`src/rtl/flash_host_pkg.sv`:
```
// Constants shared by the parallel flash command host
package flash_host_pkg;
    // ****************************************
    // Register map (word index on the command port)
    // ****************************************
    localparam logic [3:0] REG_CMD    = 4'h0;
    localparam logic [3:0] REG_ADDR   = 4'h1;
    localparam logic [3:0] REG_WDATA  = 4'h2;
    localparam logic [3:0] REG_CTRL   = 4'h3;
    localparam logic [3:0] REG_STATUS = 4'h4;
    localparam logic [3:0] REG_RDATA  = 4'h5;
    localparam int         CTRL_BYTE  = 0;
    localparam int         CTRL_SUSP  = 1;
    localparam int         CMD_OP_W   = 3;

    // ****************************************
    // Operations issued through the command register
    // ****************************************
    typedef enum logic [2:0] {
        OP_READ    = 3'h0,
        OP_WRITE   = 3'h1,
        OP_RESET   = 3'h2,
        OP_AUTOSEL = 3'h3,
        OP_QUERY   = 3'h4,
        OP_SEC_IN  = 3'h5,
        OP_SEC_OUT = 3'h6
    } op_t;

    // Host copy of the device mode
    typedef enum logic [2:0] {
        MODE_READ    = 3'h0,
        MODE_SUSP    = 3'h1,
        MODE_AUTOSEL = 3'h2,
        MODE_QUERY   = 3'h3,
        MODE_SECURE  = 3'h4
    } mode_t;

    // ****************************************
    // Command bus cycles
    // ****************************************
    localparam logic [23:0] UNLOCK1_ADDR = 24'h000555;
    localparam logic [23:0] UNLOCK2_ADDR = 24'h0002AA;
    localparam logic [23:0] QUERY_ADDR   = 24'h000055;
    localparam logic [23:0] ZERO_ADDR    = 24'h000000;
    localparam logic [15:0] UNLOCK1_DATA = 16'h00AA;
    localparam logic [15:0] UNLOCK2_DATA = 16'h0055;
    localparam logic [15:0] RESET_DATA   = 16'h00F0;
    localparam logic [15:0] AUTOSEL_DATA = 16'h0090;
    localparam logic [15:0] QUERY_DATA   = 16'h0098;
    localparam logic [15:0] SEC_IN_DATA  = 16'h0088;
    localparam logic [15:0] SEC_OUT_DATA = 16'h0000;
    localparam int          TIMEOUT_BIT  = 5;
    localparam int          ABORT_BIT    = 1;

    // ****************************************
    // Pin timing
    // ****************************************
    localparam int CLK_PERIOD_PS = 4000;
    localparam int T_SETUP_NS    = 10;
    localparam int T_WP_NS       = 40;
    localparam int T_ACC_NS      = 100;
    localparam int T_REC_NS      = 20;
    localparam int SYNC_STAGES   = 2;
    localparam logic [7:0] SETUP_CYC = 8'((T_SETUP_NS * 1000 + CLK_PERIOD_PS - 1) / CLK_PERIOD_PS);
    localparam logic [7:0] WP_CYC    = 8'((T_WP_NS * 1000 + CLK_PERIOD_PS - 1) / CLK_PERIOD_PS);
    localparam logic [7:0] ACC_CYC   = 8'((T_ACC_NS * 1000 + CLK_PERIOD_PS - 1) / CLK_PERIOD_PS + SYNC_STAGES);
    localparam logic [7:0] REC_CYC   = 8'((T_REC_NS * 1000 + CLK_PERIOD_PS - 1) / CLK_PERIOD_PS);
endpackage

```
`src/rtl/flash_cmd_host.sv`:
```
// Host controller issuing command sequences to a parallel NOR flash
//
// Overview of operation
// Device starts in read mode, no command
// Erase suspend gives reads of other sectors
// Timeout flag seen: host writes reset command
// Reset recognised by data, address ignored
// Reset aborts erase sequence before erasing
// Reset aborts program sequence, suspend kept
// Reset leaves autoselect, back to prior mode
// Buffer abort flag needs abort reset sequence
// Bad sequence: host writes reset to recover
// Address taken at last falling strobe edge
// Data taken at first rising strobe edge
// Two unlocks plus command enter autoselect
// Identifier addresses, doubled in byte width
// Lock indicator and sector protect addresses
// Autoselect only from read or suspend-read
// Three-cycle enter, four-cycle exit secure sector
// No bypass or acceleration in secure sector
// Query typical timeouts given as exponents
// Query maximum timeouts as typical multiples
// Query size and write buffer geometry
// Region one 128 blocks, others zero
// Extended query table at word 40h
// Query command from read or autoselect
// Reset returns to normal sector access
// Byte width query at doubled address
// Stray write leaves resettable state
`timescale 1ns/1ps
`default_nettype none

module flash_cmd_host (
    input  wire logic        clk_sys,    // System clock
    input  wire logic        srst,       // Synchronous reset, active high
    input  wire logic [3:0]  reg_addr,   // Register index
    input  wire logic [31:0] reg_wdata,  // Register write data
    input  wire logic        reg_wr,     // Write strobe
    input  wire logic        reg_rd,     // Read strobe
    output logic      [31:0] reg_rdata,  // Read data, cycle after strobe
    output logic             ce_n,       // Flash chip select
    output logic             we_n,       // Flash write strobe
    output logic             oe_n,       // Flash output strobe
    output logic      [23:0] flash_addr, // Flash address lines
    output logic      [15:0] dq_o,       // Flash data, driven value
    output logic             dq_oe_n,    // Flash data driver enable, low drives
    input  wire logic [15:0] dq_i        // Flash data, pin level
);
    // ****************************************
    // Sequence table
    // ****************************************
    typedef enum logic [4:0] {
        ST_IDLE  = 5'b00001,
        ST_SETUP = 5'b00010,
        ST_WPULS = 5'b00100,
        ST_RPULS = 5'b01000,
        ST_REC   = 5'b10000
    } state_t;

    // Returns {address, data, last} of one command cycle
    function automatic logic [40:0] seq_step(input logic [2:0] op, input logic [1:0] idx, input logic abort,
                                             input logic [23:0] a, input logic [15:0] d);
        logic [40:0] r;
        r = {a, d, 1'b1};
        if (idx == 2'h0 && !(op == flash_host_pkg::OP_RESET && !abort) && op != flash_host_pkg::OP_QUERY
            && op > flash_host_pkg::OP_WRITE) begin
            r = {flash_host_pkg::UNLOCK1_ADDR, flash_host_pkg::UNLOCK1_DATA, 1'b0};
        end else if (idx == 2'h1) begin
            r = {flash_host_pkg::UNLOCK2_ADDR, flash_host_pkg::UNLOCK2_DATA, 1'b0};
        end else begin
            unique case (op)
                // reset by data only
                flash_host_pkg::OP_RESET: begin
                    r = {abort ? flash_host_pkg::UNLOCK1_ADDR : flash_host_pkg::ZERO_ADDR,
                         flash_host_pkg::RESET_DATA, 1'b1};
                end
                flash_host_pkg::OP_AUTOSEL: begin
                    r = {flash_host_pkg::UNLOCK1_ADDR, flash_host_pkg::AUTOSEL_DATA, 1'b1};
                end
                flash_host_pkg::OP_QUERY: begin
                    r = {flash_host_pkg::QUERY_ADDR, flash_host_pkg::QUERY_DATA, 1'b1};
                end
                flash_host_pkg::OP_SEC_IN: begin
                    r = {flash_host_pkg::UNLOCK1_ADDR, flash_host_pkg::SEC_IN_DATA, 1'b1};
                end
                flash_host_pkg::OP_SEC_OUT: begin
                    if (idx == 2'h2) begin
                        r = {flash_host_pkg::UNLOCK1_ADDR, flash_host_pkg::AUTOSEL_DATA, 1'b0};
                    end else begin
                        r = {flash_host_pkg::ZERO_ADDR, flash_host_pkg::SEC_OUT_DATA, 1'b1};
                    end
                end
                default: r = {a, d, 1'b1};
            endcase
        end
        return r;
    endfunction

    // ****************************************
    // Registers and state
    // ****************************************
    logic [15:0] dq_s1_q, dq_s2_q;
    logic [23:0] addr_q, addr_d;
    logic [15:0] wdata_q, wdata_d, rdat_q, rdat_d;
    logic [1:0]  ctrl_q, ctrl_d;
    logic [2:0]  op_q, op_d;
    logic [1:0]  idx_q, idx_d;
    logic [7:0]  cnt_q, cnt_d;
    logic        busy_q, busy_d, refused_q, refused_d;
    logic        tmo_q, tmo_d, abt_q, abt_d;
    logic [2:0]  mode_q, mode_d;
    state_t      st_q, st_d;
    logic        ce_d, we_d, oe_d, dqoe_d;
    logic [23:0] fa_d;
    logic [15:0] dqo_d;
    logic [31:0] rd_d;
    logic [40:0] step;
    logic        ok;
    logic [2:0]  new_op;

    always_comb begin
        step   = seq_step(op_q, idx_q, abt_q, addr_q, wdata_q);
        new_op = reg_wdata[flash_host_pkg::CMD_OP_W-1:0];
        addr_d = addr_q;   wdata_d = wdata_q; ctrl_d = ctrl_q; rdat_d = rdat_q;
        op_d = op_q;       idx_d = idx_q;     cnt_d = cnt_q;   busy_d = busy_q;
        refused_d = refused_q; tmo_d = tmo_q; abt_d = abt_q;   mode_d = mode_q;
        st_d = st_q;       ce_d = ce_n;       we_d = we_n;     oe_d = oe_n;
        dqoe_d = dq_oe_n;  fa_d = flash_addr; dqo_d = dq_o;    rd_d = 32'h0000_0000;
        ok = 1'b1;
        // ****************************************
        // Command port
        // ****************************************
        if (reg_wr) begin
            unique case (reg_addr)
                flash_host_pkg::REG_ADDR:  addr_d = reg_wdata[23:0];
                flash_host_pkg::REG_WDATA: wdata_d = reg_wdata[15:0];
                flash_host_pkg::REG_CTRL:  ctrl_d = reg_wdata[1:0];
                flash_host_pkg::REG_CMD: begin
                    // autoselect only from read or suspend-read
                    if (new_op == flash_host_pkg::OP_AUTOSEL) begin
                        ok = mode_q == flash_host_pkg::MODE_READ || mode_q == flash_host_pkg::MODE_SUSP;
                    end
                    // query from read or autoselect
                    if (new_op == flash_host_pkg::OP_QUERY) begin
                        ok = mode_q == flash_host_pkg::MODE_READ || mode_q == flash_host_pkg::MODE_AUTOSEL;
                    end
                    // enter only from read, exit only from secure
                    if (new_op == flash_host_pkg::OP_SEC_IN) begin
                        ok = mode_q == flash_host_pkg::MODE_READ;
                    end
                    if (new_op == flash_host_pkg::OP_SEC_OUT) begin
                        ok = mode_q == flash_host_pkg::MODE_SECURE;
                    end
                    if (new_op > flash_host_pkg::OP_SEC_OUT) begin
                        ok = 1'b0;
                    end
                    if (busy_q || !ok) begin
                        refused_d = 1'b1;
                    end else begin
                        refused_d = 1'b0;
                        op_d = new_op; idx_d = 2'h0; busy_d = 1'b1;
                        st_d = ST_SETUP; cnt_d = flash_host_pkg::SETUP_CYC;
                    end
                end
                default: ;
            endcase
        end
        if (reg_rd) begin
            unique case (reg_addr)
                flash_host_pkg::REG_ADDR:   rd_d = {8'h00, addr_q};
                flash_host_pkg::REG_WDATA:  rd_d = {16'h0000, wdata_q};
                flash_host_pkg::REG_CTRL:   rd_d = {30'h0, ctrl_q};
                flash_host_pkg::REG_STATUS: rd_d = {24'h0, mode_q, abt_q, tmo_q, refused_q, 1'b0, busy_q};
                flash_host_pkg::REG_RDATA:  rd_d = {16'h0000, rdat_q};
                default: rd_d = 32'h0000_0000;
            endcase
        end
        // ****************************************
        // Pin sequencer
        // ****************************************
        unique case (st_q)
            ST_IDLE: ;
            ST_SETUP: begin
                // byte width doubles the address
                fa_d = ctrl_q[flash_host_pkg::CTRL_BYTE] ? {step[39:17], 1'b0} : step[40:17];
                dqo_d = step[16:1];
                dqoe_d = (op_q != flash_host_pkg::OP_READ) ? 1'b0 : 1'b1;
                if (cnt_q > 8'h01) begin
                    cnt_d = cnt_q - 8'h01;
                end else if (op_q == flash_host_pkg::OP_READ) begin
                    ce_d = 1'b0; oe_d = 1'b0;
                    st_d = ST_RPULS; cnt_d = flash_host_pkg::ACC_CYC;
                end else begin
                    // address settled before both strobes fall
                    ce_d = 1'b0; we_d = 1'b0;
                    st_d = ST_WPULS; cnt_d = flash_host_pkg::WP_CYC;
                end
            end
            ST_WPULS: begin
                if (cnt_q > 8'h01) begin
                    cnt_d = cnt_q - 8'h01;
                end else begin
                    // data held until strobes rise
                    ce_d = 1'b1; we_d = 1'b1;
                    st_d = ST_REC; cnt_d = flash_host_pkg::REC_CYC;
                end
            end
            ST_RPULS: begin
                if (cnt_q > 8'h01) begin
                    cnt_d = cnt_q - 8'h01;
                end else begin
                    ce_d = 1'b1; oe_d = 1'b1;
                    rdat_d = dq_s2_q;
                    // catch error flags for the next reset
                    if (mode_q == flash_host_pkg::MODE_READ || mode_q == flash_host_pkg::MODE_SUSP) begin
                        tmo_d = tmo_q | dq_s2_q[flash_host_pkg::TIMEOUT_BIT];
                        abt_d = abt_q | dq_s2_q[flash_host_pkg::ABORT_BIT];
                    end
                    st_d = ST_REC; cnt_d = flash_host_pkg::REC_CYC;
                end
            end
            ST_REC: begin
                dqoe_d = 1'b1;
                if (cnt_q > 8'h01) begin
                    cnt_d = cnt_q - 8'h01;
                end else if (op_q != flash_host_pkg::OP_READ && !step[0]) begin
                    idx_d = idx_q + 2'h1;
                    st_d = ST_SETUP; cnt_d = flash_host_pkg::SETUP_CYC;
                end else begin
                    st_d = ST_IDLE; busy_d = 1'b0;
                    unique case (op_q)
                        // reset restores read or suspend-read
                        flash_host_pkg::OP_RESET: begin
                            mode_d = ctrl_q[flash_host_pkg::CTRL_SUSP] ? flash_host_pkg::MODE_SUSP
                                                                       : flash_host_pkg::MODE_READ;
                            tmo_d = 1'b0; abt_d = 1'b0;
                        end
                        // autoselect stays until reset or query
                        flash_host_pkg::OP_AUTOSEL: mode_d = flash_host_pkg::MODE_AUTOSEL;
                        flash_host_pkg::OP_QUERY:   mode_d = flash_host_pkg::MODE_QUERY;
                        flash_host_pkg::OP_SEC_IN:  mode_d = flash_host_pkg::MODE_SECURE;
                        flash_host_pkg::OP_SEC_OUT: mode_d = flash_host_pkg::MODE_READ;
                        default: ;
                    endcase
                end
            end
            default: st_d = ST_IDLE;
        endcase
    end

    // ****************************************
    // State registers
    // ****************************************
    always_ff @(posedge clk_sys) begin
        dq_s1_q <= dq_i;
        dq_s2_q <= dq_s1_q;
        if (srst) begin
            // after reset assume read mode, normal sector
            addr_q <= 24'h000000; wdata_q <= 16'h0000; ctrl_q <= 2'h0; rdat_q <= 16'h0000;
            op_q <= flash_host_pkg::OP_READ; idx_q <= 2'h0; cnt_q <= 8'h00;
            busy_q <= 1'b0; refused_q <= 1'b0; tmo_q <= 1'b0; abt_q <= 1'b0;
            mode_q <= flash_host_pkg::MODE_READ; st_q <= ST_IDLE;
            ce_n <= 1'b1; we_n <= 1'b1; oe_n <= 1'b1; dq_oe_n <= 1'b1;
            flash_addr <= 24'h000000; dq_o <= 16'h0000; reg_rdata <= 32'h0000_0000;
        end else begin
            addr_q <= addr_d; wdata_q <= wdata_d; ctrl_q <= ctrl_d; rdat_q <= rdat_d;
            op_q <= op_d; idx_q <= idx_d; cnt_q <= cnt_d;
            busy_q <= busy_d; refused_q <= refused_d; tmo_q <= tmo_d; abt_q <= abt_d;
            mode_q <= mode_d; st_q <= st_d;
            ce_n <= ce_d; we_n <= we_d; oe_n <= oe_d; dq_oe_n <= dqoe_d;
            flash_addr <= fa_d; dq_o <= dqo_d; reg_rdata <= rd_d;
        end
    end
endmodule

`default_nettype wire

```
`config.mk`:
```
export PLATFORM = sky130hd
export DESIGN_NAME = flash_cmd_host
export DESIGN_NICKNAME = d
export VERILOG_FILES = /design/src/rtl/flash_host_pkg.sv /design/src/rtl/flash_cmd_host.sv
export SDC_FILE = /design/constraint.sdc
export NUM_CORES = 1
export LEC_CHECK = 0
export BUFFER_PORTS_ARGS = -buffer_cell sky130_fd_sc_hd__clkbuf_2
export CAP_MARGIN = 0
export CORE_ASPECT_RATIO = 1.1
export CORE_MARGIN = 2
export CORE_UTILIZATION = 55
export CTS_CLUSTER_DIAMETER = 80
export DETAILED_ROUTE_END_ITERATION = 6
export GPL_TIMING_DRIVEN = 0
export PLACE_DENSITY = 0.88
export SLEW_MARGIN = 20
export SYNTH_ARGS = -nofsm -noshare
export SYNTH_HDL_FRONTEND = slang
export SYNTH_SLANG_ARGS = --single-unit
export TNS_END_PERCENT = 100
```
`constraint.sdc`:
```
create_clock -name clk_sys -period 2.85 [get_ports clk_sys]
set_input_delay 0.1425 -clock clk_sys [delete_from_list [all_inputs] [get_ports clk_sys]]
set_output_delay 0.1425 -clock clk_sys [all_outputs]
set_load 0.02 [all_outputs]
```
## Word level (Yosys, flattened, before mapping)

Cells that the tools add are included.

- Divide/modulo/power cells: 0
- Equal/unequal tests: 35
- Multiplexer cells: 67
- Reduce and logical (&&, ||, !) cells: 36
- Shifts and indexed selects: 0
- Bitwise operators: 6
- Multipliers: 0
- $add $sub $neg: 2
- $lt $le $gt $ge: 3

Operators with widths:

| cell | count |
|---|---|
| 41-bit one-hot mux with 5 select lines | 1 |
| 24-bit one-hot mux with 5 select lines | 1 |
| 41-bit 2-to-1 mux | 2 |
| 8-bit 2-to-1 mux | 7 |
| 5-bit 2-to-1 mux | 7 |
| 1-bit 2-to-1 mux | 29 |
| 28-bit 2-to-1 mux | 1 |
| 24-bit 2-to-1 mux | 1 |
| 8-bit one-hot mux with 3 select lines | 1 |
| 3-bit == test, second input constant | 7 |
| 2-bit != test, second input constant | 10 |
| 5-bit one-hot mux with 4 select lines | 1 |
| 3-bit one-hot mux with 5 select lines | 1 |
| 2-bit 2-to-1 mux | 7 |
| 3-bit by 2-bit == test with 1-bit output, second input constant | 4 |
| 1-bit one-hot mux with 2 select lines | 6 |
| 4-bit AND reduction | 3 |
| 11-bit 2-to-1 mux | 1 |
| 2-bit AND reduction | 5 |
| 2-bit nonzero test | 5 |
| 4-bit by 2-bit == test with 1-bit output, second input constant | 2 |
| 4-bit by 3-bit == test with 1-bit output, second input constant | 2 |
| 8-bit by 1-bit > comparator with 1-bit output, second input constant | 1 |
| 8-bit by 1-bit subtractor with 8-bit output, second input constant | 1 |
| other kinds (27) | 43 |

- Bits in latches: 0
- Bits in read-only memories: 0
- Bits in writable memories: 0
- Memories: 0
- Flip-flop bits (word level): 191
- Word-level logic and storage cells: 171
- Output and inout port bits: 76

## Depth between registers and ports, before layout

Gate-level depths: netlist of run 1.

- Depth after elaboration: 17
- Mapped depth: 10
- Depth with buffers taken out: 7

## Worst setup path before layout of run 1

No wires, ideal clock.

- Path kind: reg2reg
- Start point: reg cnt_q[4]
- End point: reg rdat_q[10]
- Data required time: 2718 ps
- Setup time: 132 ps
- Period minus slack after synthesis: 2276 ps
- Cell stages (with the launch flop): 9
- Data arrival time: 2144 ps
- Path buffers: 3
- Path slack: 574 ps
- Cell sequence: dfxtp_1 or4_4 or4_1 buf_2 or2_1 buf_2 buf_2 nand2_1 a21oi_1

- Word-level cells in the longest chain between the ends: 3

Ends and longest elaborated chain:

| element | RTL line | RTL |
|---|---|---|
| start: declaration | flash_cmd_host.sv:108 | `logic [7:0] cnt_q, cnt_d;` |
| start signal: assignment | flash_cmd_host.sv:267 | `op_q <= op_d; idx_q <= idx_d; cnt_q <= cnt_d;` |
| 8-bit by 1-bit > comparator with 1-bit output | flash_cmd_host.sv:209 | `if (cnt_q > 8'h01) begin` |
| 1-bit NOT (no source line) | - |  |
| 2-bit AND reduction (no source line) | - |  |
| end signal: assignment | flash_cmd_host.sv:266 | `addr_q <= addr_d; wdata_q <= wdata_d; ctrl_q <= ctrl_d; rdat_q <= rdat_d;` |
| end: declaration | flash_cmd_host.sv:104 | `logic [15:0] wdata_q, wdata_d, rdat_q, rdat_d;` |

Every way passes these cells.
A chain may end at the register's enable or synchronous reset.

## Final worst setup path of run 1

- Start point: reg cnt_q[4]
- End point: reg cnt_q[2]

- Word-level cells in the longest chain between the ends: 3

Ends and longest elaborated chain:

| element | RTL line | RTL |
|---|---|---|
| 8-bit by 1-bit > comparator with 1-bit output (*) | - |  |
| 8-bit 2-to-1 mux, on equally long branches | - |  |
| 8-bit one-hot mux with 3 select lines (*) | flash_cmd_host.sv:181 | `unique case (st_q)` |

Every way passes the cells marked *; elsewhere a longest branch is shown, timed or not.

==> results of run 1 <==
## stage by stage
| step | std cells | hold slack (ns) |
|---|---|---|
| after CTS | 1183 | 0.0293 |
| after floorplan | 847 | 0.170 |
| after global placement | 1114 | 0.245 |
| final | 1183 | 0.0423 |
| after detailed placement | 1114 | 0.246 |
| after global routing | 1183 | 0.0547 |
## power groups by stage
stage | combinational (mW) | sequential (mW) | clock, mW
5_1_grt | 0.265 | 2.61 | 2.58
3_3_place_gp | 0.192 | 2.66 | 0
2_1_floorplan | 0.119 | 2.66 | 0
6_report | 0.247 | 2.61 | 2.49
4_1_cts | 0.237 | 2.61 | 2.48
3_5_place_dp | 0.195 | 2.66 | 0
## cell usage after synthesis (8+ instances only)
master    instances  area share (%)
a21oi_1          99             6.9
a222oi_1          8             1.1
a22oi_1          39             4.1
a31oi_1          11            0.95
and2_1           11            0.95
buf_4             8            0.83
clkbuf_1         53             2.8
dfxtp_1         183              51
inv_1            16            0.83
mux2_2           13             2.0
nand2_1         154             8.0
nand3_1          23             1.6
nor2_1           55             2.9
nor3_1           18             1.2
o211ai_1         15             1.6
o21ai_0          28             1.9
## final cells by class
cell class / count / area, µm²
well taps: 157 / 196
multi-input cells: 578 / 3230
plain buffers: 70 / 299
clock inverters: 15 / 206
repair buffers: 147 / 921
clock buffers: 17 / 425
inverters: 16 / 60.1
fillers: 914 / 3690
flip-flops and latches: 183 / 3660
## worst reg2reg max path, stage by stage (launching register included)
cell      delay, ns
dfxtp_1        0.37
or4_4          0.58
or4_1          0.48
buf_2          0.20
a211oi_4       0.53
o211ai_1       0.14
a21oi_1        0.25
## registers in the layout, indices dropped and copies added (netlist names), 2 cells and up
register and flops:
dq_s2_q 16, reg_rdata 24, rdat_q 16, addr_q 24, st_q 5, idx_q 2, mode_q 3, op_q 3
flash_addr 24, cnt_q 8, ctrl_q 2, dq_o 16, wdata_q 16, dq_s1_q 16
## per-layer routing
metal | track usage [%] | routed length (µm) | vias to the layer above
met5 | 0 | 0 | -
met2 | 51.3 | 10200 | 447
met1 | 39.5 | 8600 | 3403
met3 | 6.72 | 2210 | 84
li1 | - | - | 3310
met4 | 14.9 | 800 | 0
## final timing paths
check | slack [ns] | endpoint | startpoint
max reg2reg | 0.21 | cnt_q[2] | cnt_q[4]
min reg2reg | 0.33 | dq_s2_q[0] | dq_s1_q[0]
max | 0.21 | cnt_q[2] | cnt_q[4]
min | 0.04 | op_q[2] | reg_wdata[2]
## cell families after synthesis
| kind of cell | share of synthesized area (%) |
|---|---|
| AOI/OAI and AO/OA | 21.1 |
| xor gates and xnor gates | 0.607 |
| adders and majority gates | 0.866 |
| buffers and inverters | 4.97 |
| DFF | 50.7 |
| muxes | 2.44 |
| other | 0.0519 |
| and+or+nand+nor | 19.2 |
## what timing repair did
action | CTS | global route
hold buffers | 37 | 0
resized for setup | 0 | 0
buffers inserted | 0 | 0
endpoints found under the hold margin | 50 | 0
==> out/results.tsv, run 1 <==
metric	value	unit
Post-synth EDFFs	0	
Avg Inst Size Synth	8.60	µm²
Arrival @ worst endpoint	2.99	ns
Setup CP Type	flip-flop to flip-flop	
Clk pwr share	46.6	%
biggest fanout along the worst timing path	10	
Die Width	113	µm
# DRC	11	
RSZ-0062 raised after global routing	no	
leakage	3.42	nW
largest net degree at the start of global routing	20	
CTS H-tree depth	4	
Worst Path Buf+Inv	1	
NetSw	1.31	mW
Pwr Density	594	mW/mm²
FF+latch count, synth	183	
status	complete, but fails checks	
Internal	4.04	mW
Iter 0 DRT Violations	1035	
combinational power share	4.6	%
final net count	1074	
Final setup viols	0	
crit-path max cell delay	0.58	ns
Antenna Cells	0	
Yosys cell types	61	
Critical Path, Cell by Cell	or4_4, or4_1, buf_2, a211oi_4, o211ai_1, a21oi_1	
Die ar.	0.0141	mm²
Worst Skew	0.00813	ns
Slew HR	29.6	%
CP delay by family, top	simple AND/OR/NAND/NOR gates	
Final Slew Violations	0	
MaxCap Viol Count	0	
port bufs	110	
initial antenna violation count	0	
via count	7244	
most frequent cells in the layout	dfxtp_1, nand2_1, clkbuf_2	
Final WS setup	0.206	ns
CP required	3.20	ns
CTS Sinks	183	
row count	43	
total core area	0.0127	mm²
P&R area growth vs syn	24.7	%
Starting Density	56.9	%
number of global-route vias before repair	6700	
cell area after layout	0.00900	mm²
hold depth	3	
Syn Std Cell Area	0.00722	mm²
Setup TNS Final	0	ns
CTS tree	built	
HP Class	primary input to flip-flop	
Worst path depth	6	
WL per Instance	18.4	µm
Tmin final	2.64	ns
CTS Buf Count	17	
Overall Power	5.34	mW
antenna-violating nets left	0	
reg2reg path depth	6	
commonest non-fill, non-tap cell in the layout	dfxtp_1	
Crit-path slowest cell	or4_4	
first-pass GRT wire length	34100	µm
crit share post-route	92.8	%
I/O pins	132	
worst skew pair latency	0.44	ns
Worst Max-Slew Pin Slew	1.05	ns
failing checks	DRC	
Die Y-Extent	124	µm
hpwl dp	14500	µm
Bufs on Longest Clock Path	2	
Seq pwr share	48.8	%
layout cell share with drive strength beyond 1	18.0	%
clock-pin transition on the worst setup and hold timing paths	0.07	ns
Peak VDD IR	0.000606	V
final core occ	70.9	%
Mapped Cells	840	
Clock Tree Root	clkbuf_16	
fmax	378	MHz
Sw Share	24.4	%
Pre-Repair DR Iteration Count	7	
Fin. Hold Viols	0	
GPL Wtd Cong	0.967	
sequential area share after synthesis	50.7	%
Synth Warn #	0	
CP endpoint kind	flip-flop	
remaining global-route overflow	0	
Synth Flop Type	dfxtp_1	
area post-placement	0.00800	mm²
Post-Place Worst Slack	0.275	ns
Global Route Usage Sum	31.2	%
ys async rst share	0	%
DRT Wirelength	21800	µm
drt via density	6.12	
crit path launch type	flip-flop	
Note: power is estimated with default switching activity, not from simulation.
==> run 2, diff against run 1 <==
--- a/config.mk
+++ b/config.mk
@@ -9,11 +9,11 @@
 export CAP_MARGIN = 0
 export CORE_ASPECT_RATIO = 1.1
 export CORE_MARGIN = 2
-export CORE_UTILIZATION = 55
+export CORE_UTILIZATION = 45
 export CTS_CLUSTER_DIAMETER = 80
 export DETAILED_ROUTE_END_ITERATION = 6
 export GPL_TIMING_DRIVEN = 0
-export PLACE_DENSITY = 0.88
+export PLACE_DENSITY = 0.76
 export SLEW_MARGIN = 20
 export SYNTH_ARGS = -nofsm -noshare
 export SYNTH_HDL_FRONTEND = slang
==> run 2 against run 1 <==
Compared with the run above:
- register-to-register slack hardly changed
- total power fell by 5.3%
- via count shrank 5.1%
- global-route usage shrank 7.2 points
- first-iteration DRC count shrank 21%
- clock skew rose by 0.0019 ns
- clock-buffer cell count grew 2
- clock power decreased by 11%
- the flow now finishes without violations
==> out/results.tsv, run 2 (synthesis gave the netlist of run 1 again) <==
metric	value	unit	change
clock-pin transition on the worst setup and hold timing paths	0.07	ns	about the same
port bufs	110		unchanged
CP delay by family, top	simple AND/OR/NAND/NOR gates		
Worst Path Buf+Inv	1		unchanged
number of global-route vias before repair	6171		-7.9%
Final Slew Violations	0		unchanged
via count	6876		-5.1%
layout cell share with drive strength beyond 1	17.9	%	-0.097 points
total core area	0.0157	mm²	+23%
row count	48		+12%
final net count	1074		unchanged
antenna-violating nets left	0		unchanged
CP endpoint kind	flip-flop		
Setup TNS Final	0	ns	unchanged
Antenna Cells	0		unchanged
area of the multi-input gates	0.00323	mm²	unchanged
Worst Skew	0.00999	ns	+0.00187 ns
Peak VDD IR	0.000408	V	-33%
CP required	3.21	ns	about the same
Setup CP Type	flip-flop to flip-flop		
status	complete, no violations		
Final WS setup	0.206	ns	-0.000127 ns
post-CTS sizing	0		unchanged
I/O pins	132		unchanged
Die ar.	0.0171	mm²	+21%
postcts setup bufs	0		unchanged
Post-Place Worst Slack	0.272	ns	-0.00356 ns
CTS Sinks	183		unchanged
Clock Tree Root	clkbuf_16		
top flop regs	addr_q: 24 flops, flash_addr: 24 flops, reg_rdata: 24 flops		
worst skew pair latency	0.44	ns	about the same
hold buffer count at cts	37		unchanged
Crit-path slowest cell	or4_4		
Slew HR	26.8	%	-2.8 points
Final setup viols	0		unchanged
hpwl dp	15000	µm	+3.5%
Pwr Density	564	mW/mm²	-5.0%
Bufs on Longest Clock Path	2		unchanged
Tmin final	2.64	ns	+0.000127 ns
Fin. Hold Viols	0		unchanged
# DRC	0		-11
RSZ-0062 raised after global routing	no		
Iter 0 DRT Violations	817		-21%
Critical Path, Cell by Cell	or4_4, nor4_1, clkbuf_1, nand4_1, nand2b_1, a21oi_1		
CTS tree	built		
fmax	378	MHz	about the same
largest net degree at the start of global routing	18		-10%
CTS H-tree depth	4		unchanged
crit-path max cell delay	0.58	ns	about the same
Pre-Repair DR Iteration Count	6		-1
FF+latch area	0.00366	mm²	unchanged
HP Class	primary input to flip-flop		
initial antenna violation count	0		unchanged
MaxCap Viol Count	0		unchanged
remaining global-route overflow	0		unchanged
commonest non-fill, non-tap cell in the layout	dfxtp_1		
crit path launch type	flip-flop		
CTS Buf Count	17		unchanged
Die Y-Extent	137	µm	+10%
biggest fanout along the worst timing path	10		unchanged
Starting Density	46.1	%	-11 points
DRT Wirelength	20700	µm	-5.0%
first-pass GRT wire length	32500	µm	-4.6%
WL per Instance	16.9	µm	-8.3%
P&R area growth vs syn	24.4	%	
Arrival @ worst endpoint	3.00	ns	about the same
Global Route Usage Sum	24.1	%	-7.2 points
drt via density	5.61		-8.4%
Worst Max-Slew Pin Slew	1.09	ns	+0.0422 ns
most frequent cells in the layout	dfxtp_1, nand2_1, clkbuf_2		
fill count	1405		+54%
crit share post-route	92.8	%	about the same
GPL Wtd Cong	0.929		-3.9%
Die Width	125	µm	+10%
leakage	3.37	nW	-1.4%
-- run 2: changes by cell type in the layout (fill, tap and decap cells not counted), sizes merged --
cell	previous run	this run
clkinvlp	0	4
bufinv	2	0
clkbuf	180	182
clkinv	6	4
inv	23	21
-- run 2: worst register-to-register path: stages, from the launching register on --
cell      delay [ns]
dfxtp_1         0.36
or4_4           0.58
nor4_1          0.51
clkbuf_1        0.44
nand4_1         0.31
nand2b_1        0.24
a21oi_1         0.13
-- run 2: power by group --
| group | internal (mW) | switching, mW |
|---|---|---|
| registers | 2.59 | 0.0172 |
| clock network | 1.16 | 1.05 |
| logic | 0.0994 | 0.144 |
-- run 2: routing by layer --
metal | track usage, % | vias up | part of all wire [%]
li1 | - | 3295 | -
met1 | 32.3 | 3186 | 42
met2 | 38.0 | 348 | 46
met3 | 5.36 | 47 | 9.0
met4 | 9.68 | 0 | 2.5
met5 | 0 | - | 0
-- run 2: metrics by stage --
stage	util (%)	instance area, µm²	power, mW	instances	hold WS (ns)
CTS	57.3	8980	5.08	1226	0.0421
floorplan	-	7250	2.78	847	0.170
finish	57.3	8980	5.06	1226	0.0610
global route	57.3	8980	5.22	1226	0.0556
global placement	51.3	8050	2.86	1157	0.245
detailed placement	51.4	8050	2.86	1157	0.246
-- run 2: final cells by class --
cell class                 instances  share of cell area, %
sequential                       183                   40.8
clock inverter                    13                   1.28
timing repair buffer             147                   10.3
clock buffer                      19                   4.93
buffer                            70                   3.33
inverter                          16                  0.669
multi-input combinational        578                   36.0
tap                              200                   2.79
-- run 2: worst paths after layout --
check / slack [ns] / cells past startpoint / startpoint / end
max reg2reg: 0.21 / 6 / cnt_q[4] / idx_q[0]
max: 0.21 / 6 / cnt_q[4] / idx_q[0]
min reg2reg: 0.32 / 0 / dq_s1_q[12] / dq_s2_q[12]
min: 0.06 / 3 / reg_wdata[2] / wdata_q[2]
==> run 3, diff against run 2 <==
--- a/config.mk
+++ b/config.mk
@@ -10,6 +10,7 @@
 export CORE_ASPECT_RATIO = 1.1
 export CORE_MARGIN = 2
 export CORE_UTILIZATION = 45
+export CTS_BUF_LIST = sky130_fd_sc_hd__clkbuf_8
 export CTS_CLUSTER_DIAMETER = 80
 export DETAILED_ROUTE_END_ITERATION = 6
 export GPL_TIMING_DRIVEN = 0
==> run 3 against run 2 <==
Compared with the run above:
- the flow now finishes with violations (DRC)
- clock-buffer cell count decreased by 1
- clock skew grew 0.0092 ns
- register-to-register slack got worse by 0.04 ns
- cell count barely moved
- total power shrank 12%
- flip-flop and latch count unchanged
- critical path type unchanged
- critical endpoint unchanged
==> out/results.tsv, run 3 (synthesis gave the netlist of run 1 again) <==
metric	value	unit	change
final net count	1075		+0.093%
Final setup viols	0		unchanged
largest net degree at the start of global routing	18		unchanged
GPL Wtd Cong	0.929		unchanged
Pwr Density	509	mW/mm²	-9.8%
Pre-Repair DR Iteration Count	7		+1
P&R area growth vs syn	21.9	%	
RSZ-0062 raised after global routing	no		
I/O pins	132		unchanged
number of global-route vias before repair	6066		-1.7%
biggest fanout along the worst timing path	10		unchanged
remaining global-route overflow	0		unchanged
HP Class	primary input to flip-flop		
post-CTS sizing	0		unchanged
status	complete, but fails checks		
fill count	1428		+1.6%
CTS tree	built		
failing checks	DRC		
Peak VDD IR	0.000383	V	-6.2%
layout cell share with drive strength beyond 1	17.9	%	about the same
Global Route Usage Sum	23.8	%	-0.29 points
commonest non-fill, non-tap cell in the layout	dfxtp_1		
Die Y-Extent	137	µm	unchanged
Final Slew Violations	0		unchanged
Antenna Cells	0		unchanged
drt via density	5.53		-1.4%
Fin. Hold Viols	0		unchanged
top flop regs	addr_q: 24 flops, flash_addr: 24 flops, reg_rdata: 24 flops		
DRT Wirelength	20500	µm	-0.96%
Tmin final	2.69	ns	+0.0422 ns
CP endpoint kind	flip-flop		
hpwl dp	15000	µm	unchanged
fmax	372	MHz	-1.6%
clock-pin transition on the worst setup and hold timing paths	0.09	ns	+0.02 ns
setup slack, reg-to-reg	0.16	ns	-0.04 ns
Arrival @ worst endpoint	3.08	ns	+0.08 ns
final core occ	56.1	%	-1.2 points
Setup TNS Final	0	ns	unchanged
crit share post-route	94.2	%	+1.5 points
CP required	3.24	ns	+0.03 ns
Worst Skew	0.0192	ns	+0.00921 ns
Iter 0 DRT Violations	701		-14%
worst skew pair latency	0.48	ns	+0.04 ns
antenna-violating nets left	0		unchanged
# DRC	2		+2
initial antenna violation count	0		unchanged
WL per Instance	16.7	µm	-1.0%
Die Width	125	µm	unchanged
total core area	0.0157	mm²	unchanged
first-pass GRT wire length	32100	µm	-1.2%
Worst Max-Slew Pin Slew	1.09	ns	-0.00308 ns
MaxCap Viol Count	0		unchanged
leakage	3.30	nW	-2.3%
via count	6786		-1.3%
CTS H-tree depth	4		unchanged
most frequent cells in the layout	dfxtp_1, nand2_1, clkbuf_2		
Clock Tree Root	clkbuf_8		
Bufs on Longest Clock Path	2		unchanged
CTS Sinks	183		unchanged
Starting Density	46.1	%	unchanged
Setup CP Type	flip-flop to flip-flop		
Slew HR	27.0	%	+0.21 points
row count	48		unchanged
CTS Buf Count	17		unchanged
Die ar.	0.0171	mm²	unchanged
port bufs	110		unchanged
crit path launch type	flip-flop		
## run 3: what timing repair did
item | in CTS | in global routing
endpoints found under the hold margin | 51 | 0
buffers inserted | 0 | 0
hold buffers | 38 | 0
## run 3: metal layers
layer / global-route usage [%] / wire length [µm] / share of wire [%]
met1: 32.1 / 8930 / 43
met2: 37.6 / 9360 / 46
met3: 5.71 / 1800 / 8.8
met4: 8.36 / 446 / 2.2
met5: 0 / 0 / 0
## run 3: layout make-up
| cell class | count | area [µm²] | share of cell area (%) |
|---|---|---|---|
| multi-input combinational | 578 | 3230 | 36.7 |
| buffer | 70 | 299 | 3.40 |
| timing repair buffer | 148 | 931 | 10.6 |
| inverter | 16 | 60.1 | 0.682 |
| clock buffer | 18 | 248 | 2.81 |
| tap | 200 | 250 | 2.84 |
| sequential | 183 | 3660 | 41.6 |
| clock inverter | 14 | 119 | 1.35 |
## run 3: report_power, final
group	total (mW)	switching [mW]	internal (mW)	leakage, nW
clock	1.63	0.981	0.646	0.179
combinational	0.243	0.143	0.100	1.63
sequential	2.61	0.0172	2.59	1.49
## run 3: worst paths after layout
path              cells after the start         start     endpoint
setup / recovery                      6      cnt_q[4]     idx_q[0]
hold / removal                        3  reg_wdata[0]    addr_q[0]
setup reg to reg                      6      cnt_q[4]     idx_q[0]
hold reg to reg                       0   dq_s1_q[12]  dq_s2_q[12]
## run 3: critical path: stages (launching register included)
cell and delay [ns]:
dfxtp_1 0.37, or4_4 0.58, nor4_1 0.52, clkbuf_1 0.44, nand4_1 0.33, nand2b_1 0.25
a21oi_1 0.13
## run 3: through the flow
stage	area (µm²)	instances	hold WS, ns	power (mW)	worst slack, ns
2_1_floorplan	7250	847	0.170	2.78	0.574
3_3_place_gp	8050	1157	0.245	2.86	0.289
3_5_place_dp	8050	1157	0.246	2.86	0.272
4_1_cts	8800	1227	0.00530	4.49	0.252
5_1_grt	8800	1227	0.0247	4.63	0.0432
6_report	8800	1227	0.0279	4.48	0.164
